==> src/ccrd_regs.vh <==
/*
 * constants of the core clock ratio decoder: strap codes, multiplier
 * encodings and reset values. assumes inclusion by bare name only.
 */
`ifndef CCRD_REGS_VH
`define CCRD_REGS_VH

// four-bit ratio strap codes
`define CCRD_CODE_X2       4'h4
`define CCRD_CODE_X2_VCO4  4'h5
`define CCRD_CODE_X2P5     4'h6
`define CCRD_CODE_X3       4'h8
`define CCRD_CODE_X3P5     4'hE
`define CCRD_CODE_X4       4'hA
`define CCRD_CODE_X4P5     4'h7
`define CCRD_CODE_X5       4'hB
`define CCRD_CODE_X5P5     4'h9
`define CCRD_CODE_X6       4'hD
`define CCRD_CODE_BYPASS   4'h3
`define CCRD_CODE_OFF      4'hF

// multipliers held in half steps (value = multiplier * 2)
`define CCRD_HALF_1        4'h2
`define CCRD_HALF_2        4'h4
`define CCRD_HALF_2P5      4'h5
`define CCRD_HALF_3        4'h6
`define CCRD_HALF_3P5      4'h7
`define CCRD_HALF_4        4'h8
`define CCRD_HALF_4P5      4'h9
`define CCRD_HALF_5        4'hA
`define CCRD_HALF_5P5      4'hB
`define CCRD_HALF_6        4'hC
`define CCRD_HALF_NONE     4'h0

// core-to-vco multipliers
`define CCRD_VCO_NONE      3'h0
`define CCRD_VCO_X2        3'h2
`define CCRD_VCO_X4        3'h4

// reset values: clocks stopped until the strap is decoded
`define CCRD_RST_MODE      2'h0
`define CCRD_RST_MULT      4'h0
`define CCRD_RST_VCO       3'h0
`define CCRD_RST_FLAG      1'b0

// operating modes
`define CCRD_MODE_OFF      2'h0
`define CCRD_MODE_PLL      2'h1
`define CCRD_MODE_BYPASS   2'h2
`define CCRD_MODE_RSVD     2'h3

`endif

==> src/ccrd_core_clock_ratio_decode.v <==
/*
 * core clock ratio decoder: turns the four-bit board strap into a
 * bus-to-core multiplier, a core-to-vco multiplier and a mode
 * (pll, pll bypass, clock off), plus the data receiver enable.
 * assumes the strap and bus_reference_clock sample are synchronous
 * to sys_clk and the strap holds steady while running.
 */
`timescale 1ns/10ps
`default_nettype none
`include "ccrd_regs.vh"

// What this block does
// - decode ten pll strap codes into core multipliers
// - vco twice core, code 0101 four times
// - code 0011 bypasses pll, core from bus clock
// - code 1111 stops all internal clocking
// - data receivers follow the read flag, one cycle late
module ccrd_core_clock_ratio_decode (
	input  wire       sys_clk,             // 200 mhz system clock
	input  wire       sys_rst,             // synchronous reset, active high
	input  wire [3:0] ratio_sel,           // board strap, bit 3 is the first strap pin
	input  wire       bus_reference_clock, // sampled bus clock level
	input  wire       read_active,         // a read data transfer is in progress
	output reg  [3:0] core_mult_half_q,    // bus-to-core multiplier times two
	output reg  [2:0] vco_mult_q,          // core-to-vco multiplier
	output reg  [1:0] clk_mode_q,          // off, pll, bypass or reserved
	output reg        pll_enable_q,        // pll running
	output reg        core_clk_q,          // bypass core clock follows bus clock
	output reg        core_clk_run_q,      // any internal clocking present
	output reg        code_reserved_q,     // strap holds an unlisted code
	output reg        data_rcv_en_q        // data bus input receivers on
);

	// next values of the registered outputs
	reg [3:0] core_mult_half_d; // bus-to-core multiplier times two
	reg [2:0] vco_mult_d;       // core-to-vco multiplier
	reg [1:0] clk_mode_d;       // off, pll, bypass or reserved
	reg       pll_enable_d;     // pll to run
	reg       core_clk_d;       // bypass core clock level
	reg       core_clk_run_d;   // some internal clocking present
	reg       code_reserved_d;  // unlisted strap code
	reg       data_rcv_en_d;    // data receivers to be on

	// strap code to bus-to-core multiplier, held in half steps
	always @* begin
		core_mult_half_d = `CCRD_HALF_NONE;
		case (ratio_sel)
		`CCRD_CODE_X2: begin
			core_mult_half_d = `CCRD_HALF_2;
		end
		`CCRD_CODE_X2_VCO4: begin
			core_mult_half_d = `CCRD_HALF_2;
		end
		`CCRD_CODE_X2P5: begin
			core_mult_half_d = `CCRD_HALF_2P5;
		end
		`CCRD_CODE_X3: begin
			core_mult_half_d = `CCRD_HALF_3;
		end
		`CCRD_CODE_X3P5: begin
			core_mult_half_d = `CCRD_HALF_3P5;
		end
		`CCRD_CODE_X4: begin
			core_mult_half_d = `CCRD_HALF_4;
		end
		`CCRD_CODE_X4P5: begin
			core_mult_half_d = `CCRD_HALF_4P5;
		end
		`CCRD_CODE_X5: begin
			core_mult_half_d = `CCRD_HALF_5;
		end
		`CCRD_CODE_X5P5: begin
			core_mult_half_d = `CCRD_HALF_5P5;
		end
		`CCRD_CODE_X6: begin
			core_mult_half_d = `CCRD_HALF_6;
		end
		`CCRD_CODE_BYPASS: begin
			core_mult_half_d = `CCRD_HALF_1;    // 1:1 bus
		end
		`CCRD_CODE_OFF: begin
			core_mult_half_d = `CCRD_HALF_NONE; // no core clock
		end
		default: begin
			core_mult_half_d = `CCRD_HALF_NONE; // unlisted codes
		end
		endcase
	end

	// core-to-vco multiplier; only the pll codes run a vco
	always @* begin
		vco_mult_d = `CCRD_VCO_NONE;
		case (ratio_sel)
		`CCRD_CODE_X2: begin
			vco_mult_d = `CCRD_VCO_X2;
		end
		`CCRD_CODE_X2_VCO4: begin
			vco_mult_d = `CCRD_VCO_X4;
		end
		`CCRD_CODE_X2P5: begin
			vco_mult_d = `CCRD_VCO_X2;
		end
		`CCRD_CODE_X3: begin
			vco_mult_d = `CCRD_VCO_X2;
		end
		`CCRD_CODE_X3P5: begin
			vco_mult_d = `CCRD_VCO_X2;
		end
		`CCRD_CODE_X4: begin
			vco_mult_d = `CCRD_VCO_X2;
		end
		`CCRD_CODE_X4P5: begin
			vco_mult_d = `CCRD_VCO_X2;
		end
		`CCRD_CODE_X5: begin
			vco_mult_d = `CCRD_VCO_X2;
		end
		`CCRD_CODE_X5P5: begin
			vco_mult_d = `CCRD_VCO_X2;
		end
		`CCRD_CODE_X6: begin
			vco_mult_d = `CCRD_VCO_X2;
		end
		`CCRD_CODE_BYPASS: begin
			vco_mult_d = `CCRD_VCO_NONE;        // pll off
		end
		`CCRD_CODE_OFF: begin
			vco_mult_d = `CCRD_VCO_NONE;
		end
		default: begin
			vco_mult_d = `CCRD_VCO_NONE;        // unlisted codes
		end
		endcase
	end

	// strap code to operating mode
	always @* begin
		clk_mode_d = `CCRD_MODE_RSVD;
		case (ratio_sel)
		`CCRD_CODE_X2:      clk_mode_d = `CCRD_MODE_PLL;
		`CCRD_CODE_X2_VCO4: clk_mode_d = `CCRD_MODE_PLL;
		`CCRD_CODE_X2P5:    clk_mode_d = `CCRD_MODE_PLL;
		`CCRD_CODE_X3:      clk_mode_d = `CCRD_MODE_PLL;
		`CCRD_CODE_X3P5:    clk_mode_d = `CCRD_MODE_PLL;
		`CCRD_CODE_X4:      clk_mode_d = `CCRD_MODE_PLL;
		`CCRD_CODE_X4P5:    clk_mode_d = `CCRD_MODE_PLL;
		`CCRD_CODE_X5:      clk_mode_d = `CCRD_MODE_PLL;
		`CCRD_CODE_X5P5:    clk_mode_d = `CCRD_MODE_PLL;
		`CCRD_CODE_X6:      clk_mode_d = `CCRD_MODE_PLL;
		`CCRD_CODE_BYPASS:  clk_mode_d = `CCRD_MODE_BYPASS;
		`CCRD_CODE_OFF:     clk_mode_d = `CCRD_MODE_OFF;
		default:            clk_mode_d = `CCRD_MODE_RSVD;
		endcase
	end

	// flags derived from the decoded mode; receiver enable from the read flag
	always @* begin
		// the pll runs only for a listed multiplier code
		pll_enable_d    = (clk_mode_d == `CCRD_MODE_PLL);
		// bypass passes the bus clock through; every other mode holds low
		core_clk_d      = (clk_mode_d == `CCRD_MODE_BYPASS) &
			bus_reference_clock;
		// clock off and reserved codes leave the core unclocked
		core_clk_run_d  = (clk_mode_d == `CCRD_MODE_PLL) |
			(clk_mode_d == `CCRD_MODE_BYPASS);
		code_reserved_d = (clk_mode_d == `CCRD_MODE_RSVD);
		// receivers follow the read transfer, off between reads
		data_rcv_en_d   = read_active;
	end

	// bus-to-core multiplier register
	always @(posedge sys_clk) begin
		if (sys_rst) begin
			core_mult_half_q <= `CCRD_RST_MULT;
		end else begin
			core_mult_half_q <= core_mult_half_d;
		end
	end

	// core-to-vco multiplier register
	always @(posedge sys_clk) begin
		if (sys_rst) begin
			vco_mult_q <= `CCRD_RST_VCO;
		end else begin
			vco_mult_q <= vco_mult_d;
		end
	end

	// operating mode register, off while in reset
	always @(posedge sys_clk) begin
		if (sys_rst) begin
			clk_mode_q <= `CCRD_RST_MODE;
		end else begin
			clk_mode_q <= clk_mode_d;
		end
	end

	// pll enable register
	always @(posedge sys_clk) begin
		if (sys_rst) begin
			pll_enable_q <= `CCRD_RST_FLAG;
		end else begin
			pll_enable_q <= pll_enable_d;
		end
	end

	// bypass core clock, one cycle behind the bus clock sample
	always @(posedge sys_clk) begin
		if (sys_rst) begin
			core_clk_q <= `CCRD_RST_FLAG;
		end else begin
			core_clk_q <= core_clk_d;
		end
	end

	// internal clocking present
	always @(posedge sys_clk) begin
		if (sys_rst) begin
			core_clk_run_q <= `CCRD_RST_FLAG;
		end else begin
			core_clk_run_q <= core_clk_run_d;
		end
	end

	// unlisted strap code report
	always @(posedge sys_clk) begin
		if (sys_rst) begin
			code_reserved_q <= `CCRD_RST_FLAG;
		end else begin
			code_reserved_q <= code_reserved_d;
		end
	end

	// data receiver enable, one cycle behind the read flag
	always @(posedge sys_clk) begin
		if (sys_rst) begin
			data_rcv_en_q <= `CCRD_RST_FLAG;
		end else begin
			data_rcv_en_q <= data_rcv_en_d;
		end
	end

endmodule // ccrd_core_clock_ratio_decode
`default_nettype wire

==> config.mk <==
export PLATFORM = sky130hd
export DESIGN_NAME = ccrd_core_clock_ratio_decode
export DESIGN_NICKNAME = d
export VERILOG_FILES = /design/src/ccrd_core_clock_ratio_decode.v
export VERILOG_INCLUDE_DIRS = /design/src
export SDC_FILE = /design/constraint.sdc
export NUM_CORES = 1
export LEC_CHECK = 0
export ABC_AREA = 1
export BUFFER_PORTS_ARGS = -buffer_cell sky130_fd_sc_hd__buf_2
export CAP_MARGIN = 20
export CORE_AREA = 2 2 44 46
export CTS_CLUSTER_SIZE = 16
export DETAILED_ROUTE_END_ITERATION = 12
export DIE_AREA = 0 0 46 48
export PLACE_DENSITY_LB_ADDON = 0.05
export REMOVE_ABC_BUFFERS = 1
export SLEW_MARGIN = 5
export SYNTH_ARGS = -nofsm -noshare
export SYNTH_HDL_FRONTEND = slang
export SYNTH_SLANG_ARGS = --single-unit
==> constraint.sdc <==
create_clock -name sys_clk -period 2.5 [get_ports sys_clk]
set_input_delay 0 -clock sys_clk [delete_from_list [all_inputs] [get_ports sys_clk]]
set_output_delay 0 -clock sys_clk [all_outputs]
set_load 0.005 [all_outputs]
# Word level (Yosys, flattened, before mapping)
# Memories as Yosys holds them, arrays and structs flattened. A register that Yosys moved wholly into a read port is not among the register bits.
# Cells that the tools add are included.
[totals] register_bits=10 latchBits=0 ram_bits=0 romBits=128 in_bits=8 wordCells=15 mem_count=3
[classes] n_addsub=0 mul=0 div=0 n_lt_le_gt_ge=0 n_eq_ne=3 shift=0 muxes=0 n_bitwise=2 n_reduce_logical=0
[memory_table] name="(name not given)" words=16 width=4 read_ports=1 rd_ports_with_merged_regs=1 write_ports=0 line_no="ccrd_core_clock_ratio_decode.v:47" source="case (ratio_sel)"
[memory_table] name="(name not given)" words=16 width=2 read_ports=1 rd_ports_with_merged_regs=0 write_ports=0 line_no="ccrd_core_clock_ratio_decode.v:139" source="case (ratio_sel)"
[memory_table] name="(name not given)" words=16 width=2 read_ports=1 rd_ports_with_merged_regs=1 write_ports=0 line_no="ccrd_core_clock_ratio_decode.v:93" source="case (ratio_sel)"
[ops] op="$eq A2 B2 Y1 const B" count=2
[ops] op="$eq A2 B1 Y1 const B" count=1
[ops] op="$and A1 B1 Y1" count=1
[ops] op="$or A1 B1 Y1" count=1

# Logic depth before layout (Yosys ltp)
# Gate-level depths: netlist (run 1).
# An unclocked memory read counts as a cell.
[logic_depth] ltp_word=3 mapped_depth=9

# Least setup slack after synthesis (run 1)
# Ideal clock, no wire load.
[synth_timing] kind="input -> register" from="in ratio_sel[0]" to="reg core_clk_run_q" setup_time_ns=0.112 t_arrival_ns=0.761 required_ns=2.388 setup_slack_ns=1.627 cell_stages=8 path_buffers=0 path_cell_list="inv_1 > ha_1 > nand2_1 > nand2_1 > nand2_2 > inv_1 > ha_1 > nor2_1"
[synth_via] elab_chain_len=3
[synth_lines] item="from (decl)" line_no="ccrd_core_clock_ratio_decode.v:21" source="input wire [3:0] ratio_sel,"
[synth_lines] item="$mem_v2 Z16 W2 *"
[synth_lines] item="net clk_mode_d[1]" line_no="ccrd_core_clock_ratio_decode.v:37" source="reg [1:0] clk_mode_d;"
[synth_lines] item="$eq A2 B1 Y1 (no source line) / $eq A2 B2 Y1 (equally long branches)"
[synth_lines] item="$or A1 B1 Y1 *" line_no="ccrd_core_clock_ratio_decode.v:164" source="core_clk_run_d = (clk_mode_d == `CCRD_MODE_PLL) |"
[synth_lines] item="to (signal assigned)" line_no="ccrd_core_clock_ratio_decode.v:219" source="core_clk_run_q <= `CCRD_RST_FLAG;"
[synth_lines] item="to (signal assigned)" line_no="ccrd_core_clock_ratio_decode.v:221" source="core_clk_run_q <= core_clk_run_d;"
[synth_lines] item="to (decl)" line_no="ccrd_core_clock_ratio_decode.v:29" source="output reg core_clk_run_q,"
# The timed path passes the listed nets; every way through them passes the cells marked *.
# A chain may end at the register's enable or synchronous reset.

# Worst setup path after layout (run 1)
[layout_timing] from="in ratio_sel[1]" to="reg core_clk_run_q"
# The elaborated chain is that of the path after synthesis.

==> results of run 1 <==
-- metrics by stage --
stage | setup slack, ns | hold slack (ns) | std cells | power, mW | cell area (sq um)
after detailed placement | 1.39 | 0.216 | 116 | 0.295 | 748
final | 1.15 | 0.0400 | 123 | 0.417 | 805
after global routing | 1.04 | 0.0446 | 123 | 0.445 | 805
after global placement | 1.41 | 0.203 | 116 | 0.295 | 748
after floorplan | 1.63 | 0.0667 | 79 | 0.264 | 627
after CTS | 1.15 | 0.0334 | 123 | 0.426 | 805
-- layer usage --
| metal | up-vias | global-route usage | part of all wire |
|---|---|---|---|
| met5 | - | 0 | 0 |
| met4 | 0 | 0.120 | 0.018 |
| met3 | 2 | 0.0226 | 0.056 |
| met2 | 17 | 0.183 | 0.49 |
| met1 | 242 | 0.111 | 0.43 |
| li1 | 290 | - | - |
-- power breakdown --
group / internal (mW) / switching (mW) / leakage, nW
sequential: 0.219 / 0.00211 / 0.108
clock: 0.0617 / 0.0625 / 0.0150
combinational: 0.0300 / 0.0410 / 0.332
total: 0.311 / 0.106 / 0.455
-- flip-flops by register name, summed over array words and instances (netlist names) --
register / flops
core_mult_half_q: 4
clk_mode_q: 2
vco_mult_q: 2
code_reserved_q: 1
core_clk_q: 1
core_clk_run_q: 1
data_rcv_en_q: 1
pll_enable_q: 1
-- path summary, 6_finish.rpt --
kind / endpoint / slack (ns) / cells past startpoint
hold / removal: vco_mult_q[2]$_SDFF_PP0_ / 0.04 / 3
setup / recovery: core_clk_run_q$_SDFF_PP0_ / 1.15 / 10
-- cells by family after synthesis --
group	Yosys count
AND/OR/NAND/NOR	40
buffers and inverters	17
flip-flops	13
adder cells (fa/ha/maj)	8
AO/OA/AOI/OAI	3
other	1
-- cells in the final DEF (no fill, tap or decap), drive strengths merged --
| cell type | instances |
|---|---|
| o21ai | 3 |
| nor3 | 1 |
| nor2 | 12 |
| dfxtp | 13 |
| inv | 14 |
| nand4 | 1 |
| dlygate4sd3 | 3 |
| clkbuf | 4 |
| nand2 | 23 |
| conb | 1 |
| nand3 | 3 |
| buf | 20 |
| ha | 8 |
-- final cells by class --
type | count | share of cell area
repair buffers | 23 | 0.162
clock buffers | 4 | 0.0327
well taps | 17 | 0.0264
multi-input cells | 52 | 0.387
flip-flops and latches | 13 | 0.323
inverters | 14 | 0.0684
-- tightest hold or removal path, delay by kind of cell --
| kind | cells | cell delay [ns] |
|---|---|---|
| simple gates | 2 | 0.14 |
| buf+inv | 1 | 0.12 |
-- timing repair --
action	4_1_cts	5_1_grt
gates resized for setup	0	0
hold buffers	3	0
endpoints found under the hold margin	3	0
==> run summary, run 1 <==
Status: finished clean
Critical path required time: 2.66 ns
Die height: 48 um
Min-Delay Startpoint: ratio_sel[0]
Post-Syn Instances: 82
Max incr delay on CP: 0.52 ns
Global-route congestion overflow total: 0
Final Wtd Congestion: 0.784
Post-Synth Simple-Gate Area: 0.295
Register area: 260 sq um
Clk sinks: 13
Max-Cap Viols: 0
Yosys top cell by area: dfxtp_1
Iter 0 DRT Violations: 2
Crit path DAT: 1.51 ns
Fmax: 0.739 GHz
Total negative slack: 0 ns
Site Rows: 15
Nets: 123
Largest net degree at the start of global routing: 12
Crit path max fanout: 5
Critical path class: input port to register
H-tree depth: 1
Initial Util: 0.387
Post-layout util: 0.476
Maximum vdd drop: 0.233 mV
Area occupied by multi-input gates: 312 sq um
Root buffer cell: clkbuf_4
DRT Wirelength: 1060 um
Pwr Density: 518 nW/um^2
ANT cells: 0
Cell area after synthesis: 653 sq um
XOR/XNOR share of the synthesized area: 0
Compound-Gate Fraction of Synth Area: 0.0230
Largest family of logic cells by synthesized area: simple AND/OR/NAND/NOR gates
Crit path launch: ratio_sel[1]
Final Hold Vio Count: 0
CP Capture Type: register
Die ar.: 2210 sq um
Post-synth top area share: 0.398
Fillcell total: 184
Asr flop ratio synth: 0
Synth Register Bits: 13
Top-count cell post-synth: nand2_1
First-pass GRT wire length: 1650 um
Final Max Tran Viols: 0
Startpoint Class: input port
Post-synthesis mux area share: 0
Vias/cell: 4.48
Fin crit share: 0.541
Top post-synthesis cells by count: 20 x nand2_1, 13 x dfxtp_1, 11 x inv_1, 9 x nor2_1, 8 x ha_1
Netlist cell types: 20
Final setup vio count: 0
Leak pwr: 0.455 nW
Vias in the first global route: 428
PortBufs: 20
Ys Warns: 0
ANT nets after route: 0
Drt first pass iters: 4
DRC Markers: 0
Detailed placement HPWL: 842 um
RSZ-0062 raised after global routing: false
Final min period: 1.35 ns
Routed wire length per instance: 8.64 um
Top Ports: 22
Initial antenna violation count: 0
Reg clk slew, reported paths: 0.07 ns
Critical-path cell list: dlygate4sd3_1 > buf_2 > inv_1 > ha_1 > nand2_1 > nand2_1 > nand2_2 > inv_1 > ha_1 > nor2_1
CP delay by family, top: buffers and inverters
Total track usage: 0.111
Area growth syn-to-layout: 23.2%
Die Wd: 46 um
Sequential area share after synthesis: 0.398
EDFF count, synth: 0
CTS tree: yes
Worst Hold Class: input port to register
Slowest CP cell: dlygate4sd3_1
Core Box Area: 1690 sq um
Syn avg cell area: 7.96 sq um
Buffer count from post-CTS setup fixing: 0
Max Buffers Root-to-Sink: 2
Buf/Inv on CP: 4
Post-Synth Adder-Cell Area: 0.153
Layout cells sized above 1: 0.321
Main area contributors after synthesis: dfxtp_1 40%, ha_1 15%, nand2_1 11%, inv_1 6.3%, nor2_1 5.2%
Detailed-route via count: 551
Total CTS buffers: 3
Prevailing post-synth register cell: dfxtp_1
No activity file was read; power rests on OpenSTA's default activity.
==> inputs of run 2 (changes only) <==
==> constraint.sdc (replaced) <==
create_clock -name sys_clk -period 1.3 [get_ports sys_clk]
set_input_delay 0 -clock sys_clk [delete_from_list [all_inputs] [get_ports sys_clk]]
set_output_delay 0 -clock sys_clk [all_outputs]
set_load 0.005 [all_outputs]
==> run 2 against run 1 <==
  * First-iteration DRC count stayed put
  * Final cell count did not move
  * Wire length up 0.38%
  * Sequential cell count is the same
  * Global-route usage shrank 0.078 points
  * Die area unchanged
  * Clock power up 93%
  * Sequential share of layout area unchanged
  * Count of clock-buffer cells in the layout did not move
  * Worst setup slack lost 0.67 ns
  * Power increased by 92%
  * Combinational power rose by 93%
  * Largest cell class unchanged
==> run summary, run 2 (same netlist as run 1, synthesis figures left out) <==
Sw Ratio: 0.254
Post_cts resized: 0
Detailed-route via count: 551
Max FFs per register: 4
Area growth syn-to-layout: 23.2%
Most frequent cells in the layout: 20 x nand2_1, 20 x buf_2, 13 x dfxtp_1
H-tree depth: 1
Routed wire length per instance: 8.67 um
Top Ports: 22
Min-Delay Startpoint: ratio_sel[0]
Status: finished clean
Leak pwr: 0.455 nW
Final min period: 0.819 ns
ANT nets after route: 0
Pwr Density: 996 nW/um^2
Pint: 0.598 mW
Crit path DAT: 0.97 ns
Post-layout util: 0.476
First-pass GRT wire length: 1630 um
CP Capture Type: register
Largest net degree at the start of global routing: 12
Total track usage: 0.110
Worst Hold Class: input port to register
Iter 0 DRT Violations: 2
Largest registers: core_mult_half_q: 4 flops, clk_mode_q: 2 flops, vco_mult_q: 2 flops
Die ar.: 2210 sq um
DRT Wirelength: 1070 um
Final Hold Vio Count: 0
DRC Markers: 0
Final Wtd Congestion: 0.784
Reg clk slew, reported paths: 0.07 ns
Final Max Tran Viols: 0
P_sw: 0.203 mW
Crit path max fanout: 5
Layout cells sized above 1: 0.321
Fin crit share: 0.630
Site Rows: 15
Hold buffers post-CTS: 3
Clk sinks: 13
Total CTS buffers: 3
Reg with most FFs: core_mult_half_q
ANT cells: 0
Gate power share: 0.171
Initial antenna violation count: 0
Total negative slack: 0 ns
Max Buffers Root-to-Sink: 2
Max-Cap Viols: 0
Core Box Area: 1690 sq um
Nets: 123
Critical path required time: 1.46 ns
Die Wd: 46 um
Vias in the first global route: 421
Initial Util: 0.387
Sequential Power Share: 0.532
Clk network pwr share: 0.298
Startpoint Class: input port
Fmax: 1.22 GHz
Critical path class: input port to register
Root buffer cell: clkbuf_4
Crit path launch: ratio_sel[1]
Maximum vdd drop: 0.454 mV
Die height: 48 um
Final setup vio count: 0
CTS tree: yes
Buffer count from post-CTS setup fixing: 0
PortBufs: 20
Vias/cell: 4.48
Fillcell total: 185
Detailed placement HPWL: 842 um
Drt first pass iters: 4
Global-route congestion overflow total: 0
RSZ-0062 raised after global routing: false
==> run 2: critical path, stage by stage <==
cell and delay [ns]:
buf_2 0.13, inv_1 0.09, ha_1 0.20, nand2_1 0.06
nand2_1 0.06, nand2_2 0.08, inv_1 0.06, ha_1 0.26
nor2_1 0.04
==> run 2: worst paths after layout <==
kind,endpoint,slack [ns],cells after the start
setup / recovery,core_clk_run_q$_SDFF_PP0_,0.48,9
hold / removal,vco_mult_q[2]$_SDFF_PP0_,0.04,3
==> run 2: power groups by stage <==
stage / registers [mW] / clock network (mW) / logic (mW)
finish: 0.426 / 0.239 / 0.137
global placement: 0.436 / 0 / 0.132
global route: 0.429 / 0.271 / 0.155
floorplan: 0.441 / 0 / 0.0670
detailed placement: 0.436 / 0 / 0.132
CTS: 0.426 / 0.254 / 0.139
==> run 2: cell type report <==
type                            count  area [sq um]  area share
Multi-Input combinational cell     52           312       0.387
Sequential cell                    13           260       0.323
Timing Repair Buffer               23           130       0.162
Inverter                           14          55.1      0.0684
Clock buffer                        4          26.3      0.0327
Tap cell                           17          21.3      0.0264
==> run 2: stage by stage <==
step	hold slack (ns)	power [mW]	instance area [sq um]	worst slack (ns)	std cells
CTS	0.0334	0.820	805	0.491	123
finish	0.0401	0.801	805	0.481	123
detailed placement	0.216	0.568	748	0.194	116
global route	0.0446	0.855	805	0.404	123
floorplan	0.0667	0.508	627	0.427	79
global placement	0.203	0.567	748	0.213	116
==> run 2: layer usage <==
| layer | up-vias | GRT usage | share of wire |
|---|---|---|---|
| met5 | - | 0 | 0 |
| met4 | 0 | 0.120 | 0.018 |
| met3 | 2 | 0.0226 | 0.056 |
| met2 | 17 | 0.181 | 0.49 |
| met1 | 242 | 0.111 | 0.43 |
| li1 | 290 | - | - |
==> inputs of run 3 (changes only) <==
==> constraint.sdc (replaced) <==
create_clock -name sys_clk -period 0.8 [get_ports sys_clk]
set_input_delay 0 -clock sys_clk [delete_from_list [all_inputs] [get_ports sys_clk]]
set_output_delay 0 -clock sys_clk [all_outputs]
set_load 0.005 [all_outputs]
==> run 3 against run 2 <==
  * Sequential cell count stayed put
  * Worst setup slack worse by 0.40 ns
  * Clock power rose by 58%
  * Wire length grew 8.9%
  * Via count rose by 2.4%
  * Combinational power is 91% higher
  * Count of clock-buffer cells in the layout stayed put
  * Sequential share of layout area decreased by 2.6 points
  * Non-clock buffer count rose by 9
  * Utilization grew 4.1 points
  * Largest cell class unchanged
  * Largest power group unchanged
==> run summary, run 3 (same netlist as run 1, synthesis figures left out) <==
Total CTS buffers: 3
Met2 usage: 0.208
Routed wire length per instance: 8.80 um
Leak pwr: 0.493 nW
Pint: 1.00 mW
Routing usage on met1: 0.143
Reg clk slew, reported paths: 0.07 ns
Worst Hold Class: input port to register
Critical path class: input port to register
Finished Cell Area: 875 sq um
GR peak layer: met2
Design Power: 1.33 mW
Drt first pass iters: 4
Crit path max fanout: 3
Total track usage: 0.127
Site Rows: 15
DRT Wirelength: 1160 um
Startpoint Class: input port
Iter 0 DRT Violations: 5
Detailed-route via count: 564
Final Hold Vio Count: 0
Final Wtd Congestion: 0.802
WHS: 0.0683 ns
Final setup vio count: 0
DRC Markers: 0
Pwr Density: 1520 nW/um^2
Largest registers: core_mult_half_q: 4 flops, clk_mode_q: 2 flops, vco_mult_q: 2 flops
RSZ-0062 raised after global routing: false
Layout cells sized above 1: 0.417
Final Max Tran Viols: 0
Clk network pwr share: 0.284
ANT cells: 0
P_sw: 0.329 mW
Die ar.: 2210 sq um
Placed cells: 126
CP Capture Type: register
Top Ports: 22
Crit path DAT: 0.87 ns
Sequential Power Share: 0.520
Most frequent cells in the layout: 20 x nand2_1, 20 x buf_2, 13 x dfxtp_1
Fillcell total: 169
Initial Util: 0.387
Root buffer cell: clkbuf_4
Critical path required time: 0.95 ns
Gate power share: 0.196
Detailed placement HPWL: 934 um
Vias/cell: 4.27
Reg with most FFs: core_mult_half_q
Max FFs per register: 4
Global-route congestion overflow total: 0
Die height: 48 um
First-pass GRT wire length: 1890 um
Final min period: 0.723 ns
Area growth syn-to-layout: 33.9%
Max-Cap Viols: 0
Maximum vdd drop: 0.610 mV
Sw Ratio: 0.247
H-tree depth: 1
Fmax: 1.38 GHz
ANT nets after route: 0
Largest net degree at the start of global routing: 12
PortBufs: 20
Max Buffers Root-to-Sink: 2
Nets: 132
Status: finished clean
Core Box Area: 1690 sq um
Buffer count from post-CTS setup fixing: 0
Fin crit share: 0.903
Met3 Resource Use GR: 0.0226
Clk sinks: 13
CTS tree: yes
Non-filler cells, final: 132
Vias in the first global route: 461
Placed Area: 823 sq um
Die Wd: 46 um
Initial antenna violation count: 0
==> run 3: cell types whose count changed in the layout (fill, tap and decap cells not counted), sizes merged <==
cell and delta:
dlygate4sd3 -1, buf +10
==> run 3: cell type report <==
type                       count  area (sq um)  share of cell area
multi-input combinational     52           317               0.362
inverter                      14          55.1              0.0629
tap                           17          21.3              0.0243
timing repair buffer          32           195               0.223
sequential                    13           260               0.298
clock buffer                   4          26.3              0.0300
==> run 3: critical path: stages <==
cell	delay [ns]
buf_2	0.11
ha_2	0.21
nand3_1	0.12
nand2_2	0.11
inv_1	0.06
ha_1	0.19
inv_1	0.05
nor2_1	0.03
==> run 3: final timing paths <==
kind	slack, ns	cells after the start	from	endpoint
setup / recovery	0.08	8	ratio_sel[1]	code_reserved_q$_SDFF_PP0_
hold / removal	0.07	4	ratio_sel[3]	core_mult_half_q[3]$_SDFF_PP0_
==> run 3: routing by layer <==
| metal | vias up | routed length (um) | share of wire |
|---|---|---|---|
| met5 | - | 0 | 0 |
| met1 | 240 | 471 | 0.41 |
| met2 | 15 | 609 | 0.52 |
| met4 | 0 | 25 | 0.022 |
| met3 | 2 | 55 | 0.047 |
| li1 | 307 | - | - |
==> run 3: what timing repair did <==
item | 4_1_cts | 5_1_grt
gates resized for setup | 0 | 4
setup endpoints to repair | 0 | 3
endpoints found under the hold margin | 2 | 0
hold buffers | 2 | 0
==> run 3: power groups by stage <==
stage / clock (mW) / sequential [mW] / combinational (mW)
2_1_floorplan: 0 / 0.717 / 0.109
3_3_place_gp: 0 / 0.708 / 0.252
3_5_place_dp: 0 / 0.709 / 0.254
4_1_cts: 0.404 / 0.693 / 0.263
5_1_grt: 0.448 / 0.697 / 0.298
6_report: 0.378 / 0.693 / 0.261
==> run 3: through the flow <==
stage	setup TNS (ns)	utilization	worst slack, ns
floorplan	-0.112	-	-0.0726
global placement	-0.812	0.487	-0.213
detailed placement	-0.956	0.487	-0.251
CTS	0	0.515	0.0245
global route	0	0.518	0.00166
finish	0	0.518	0.0775
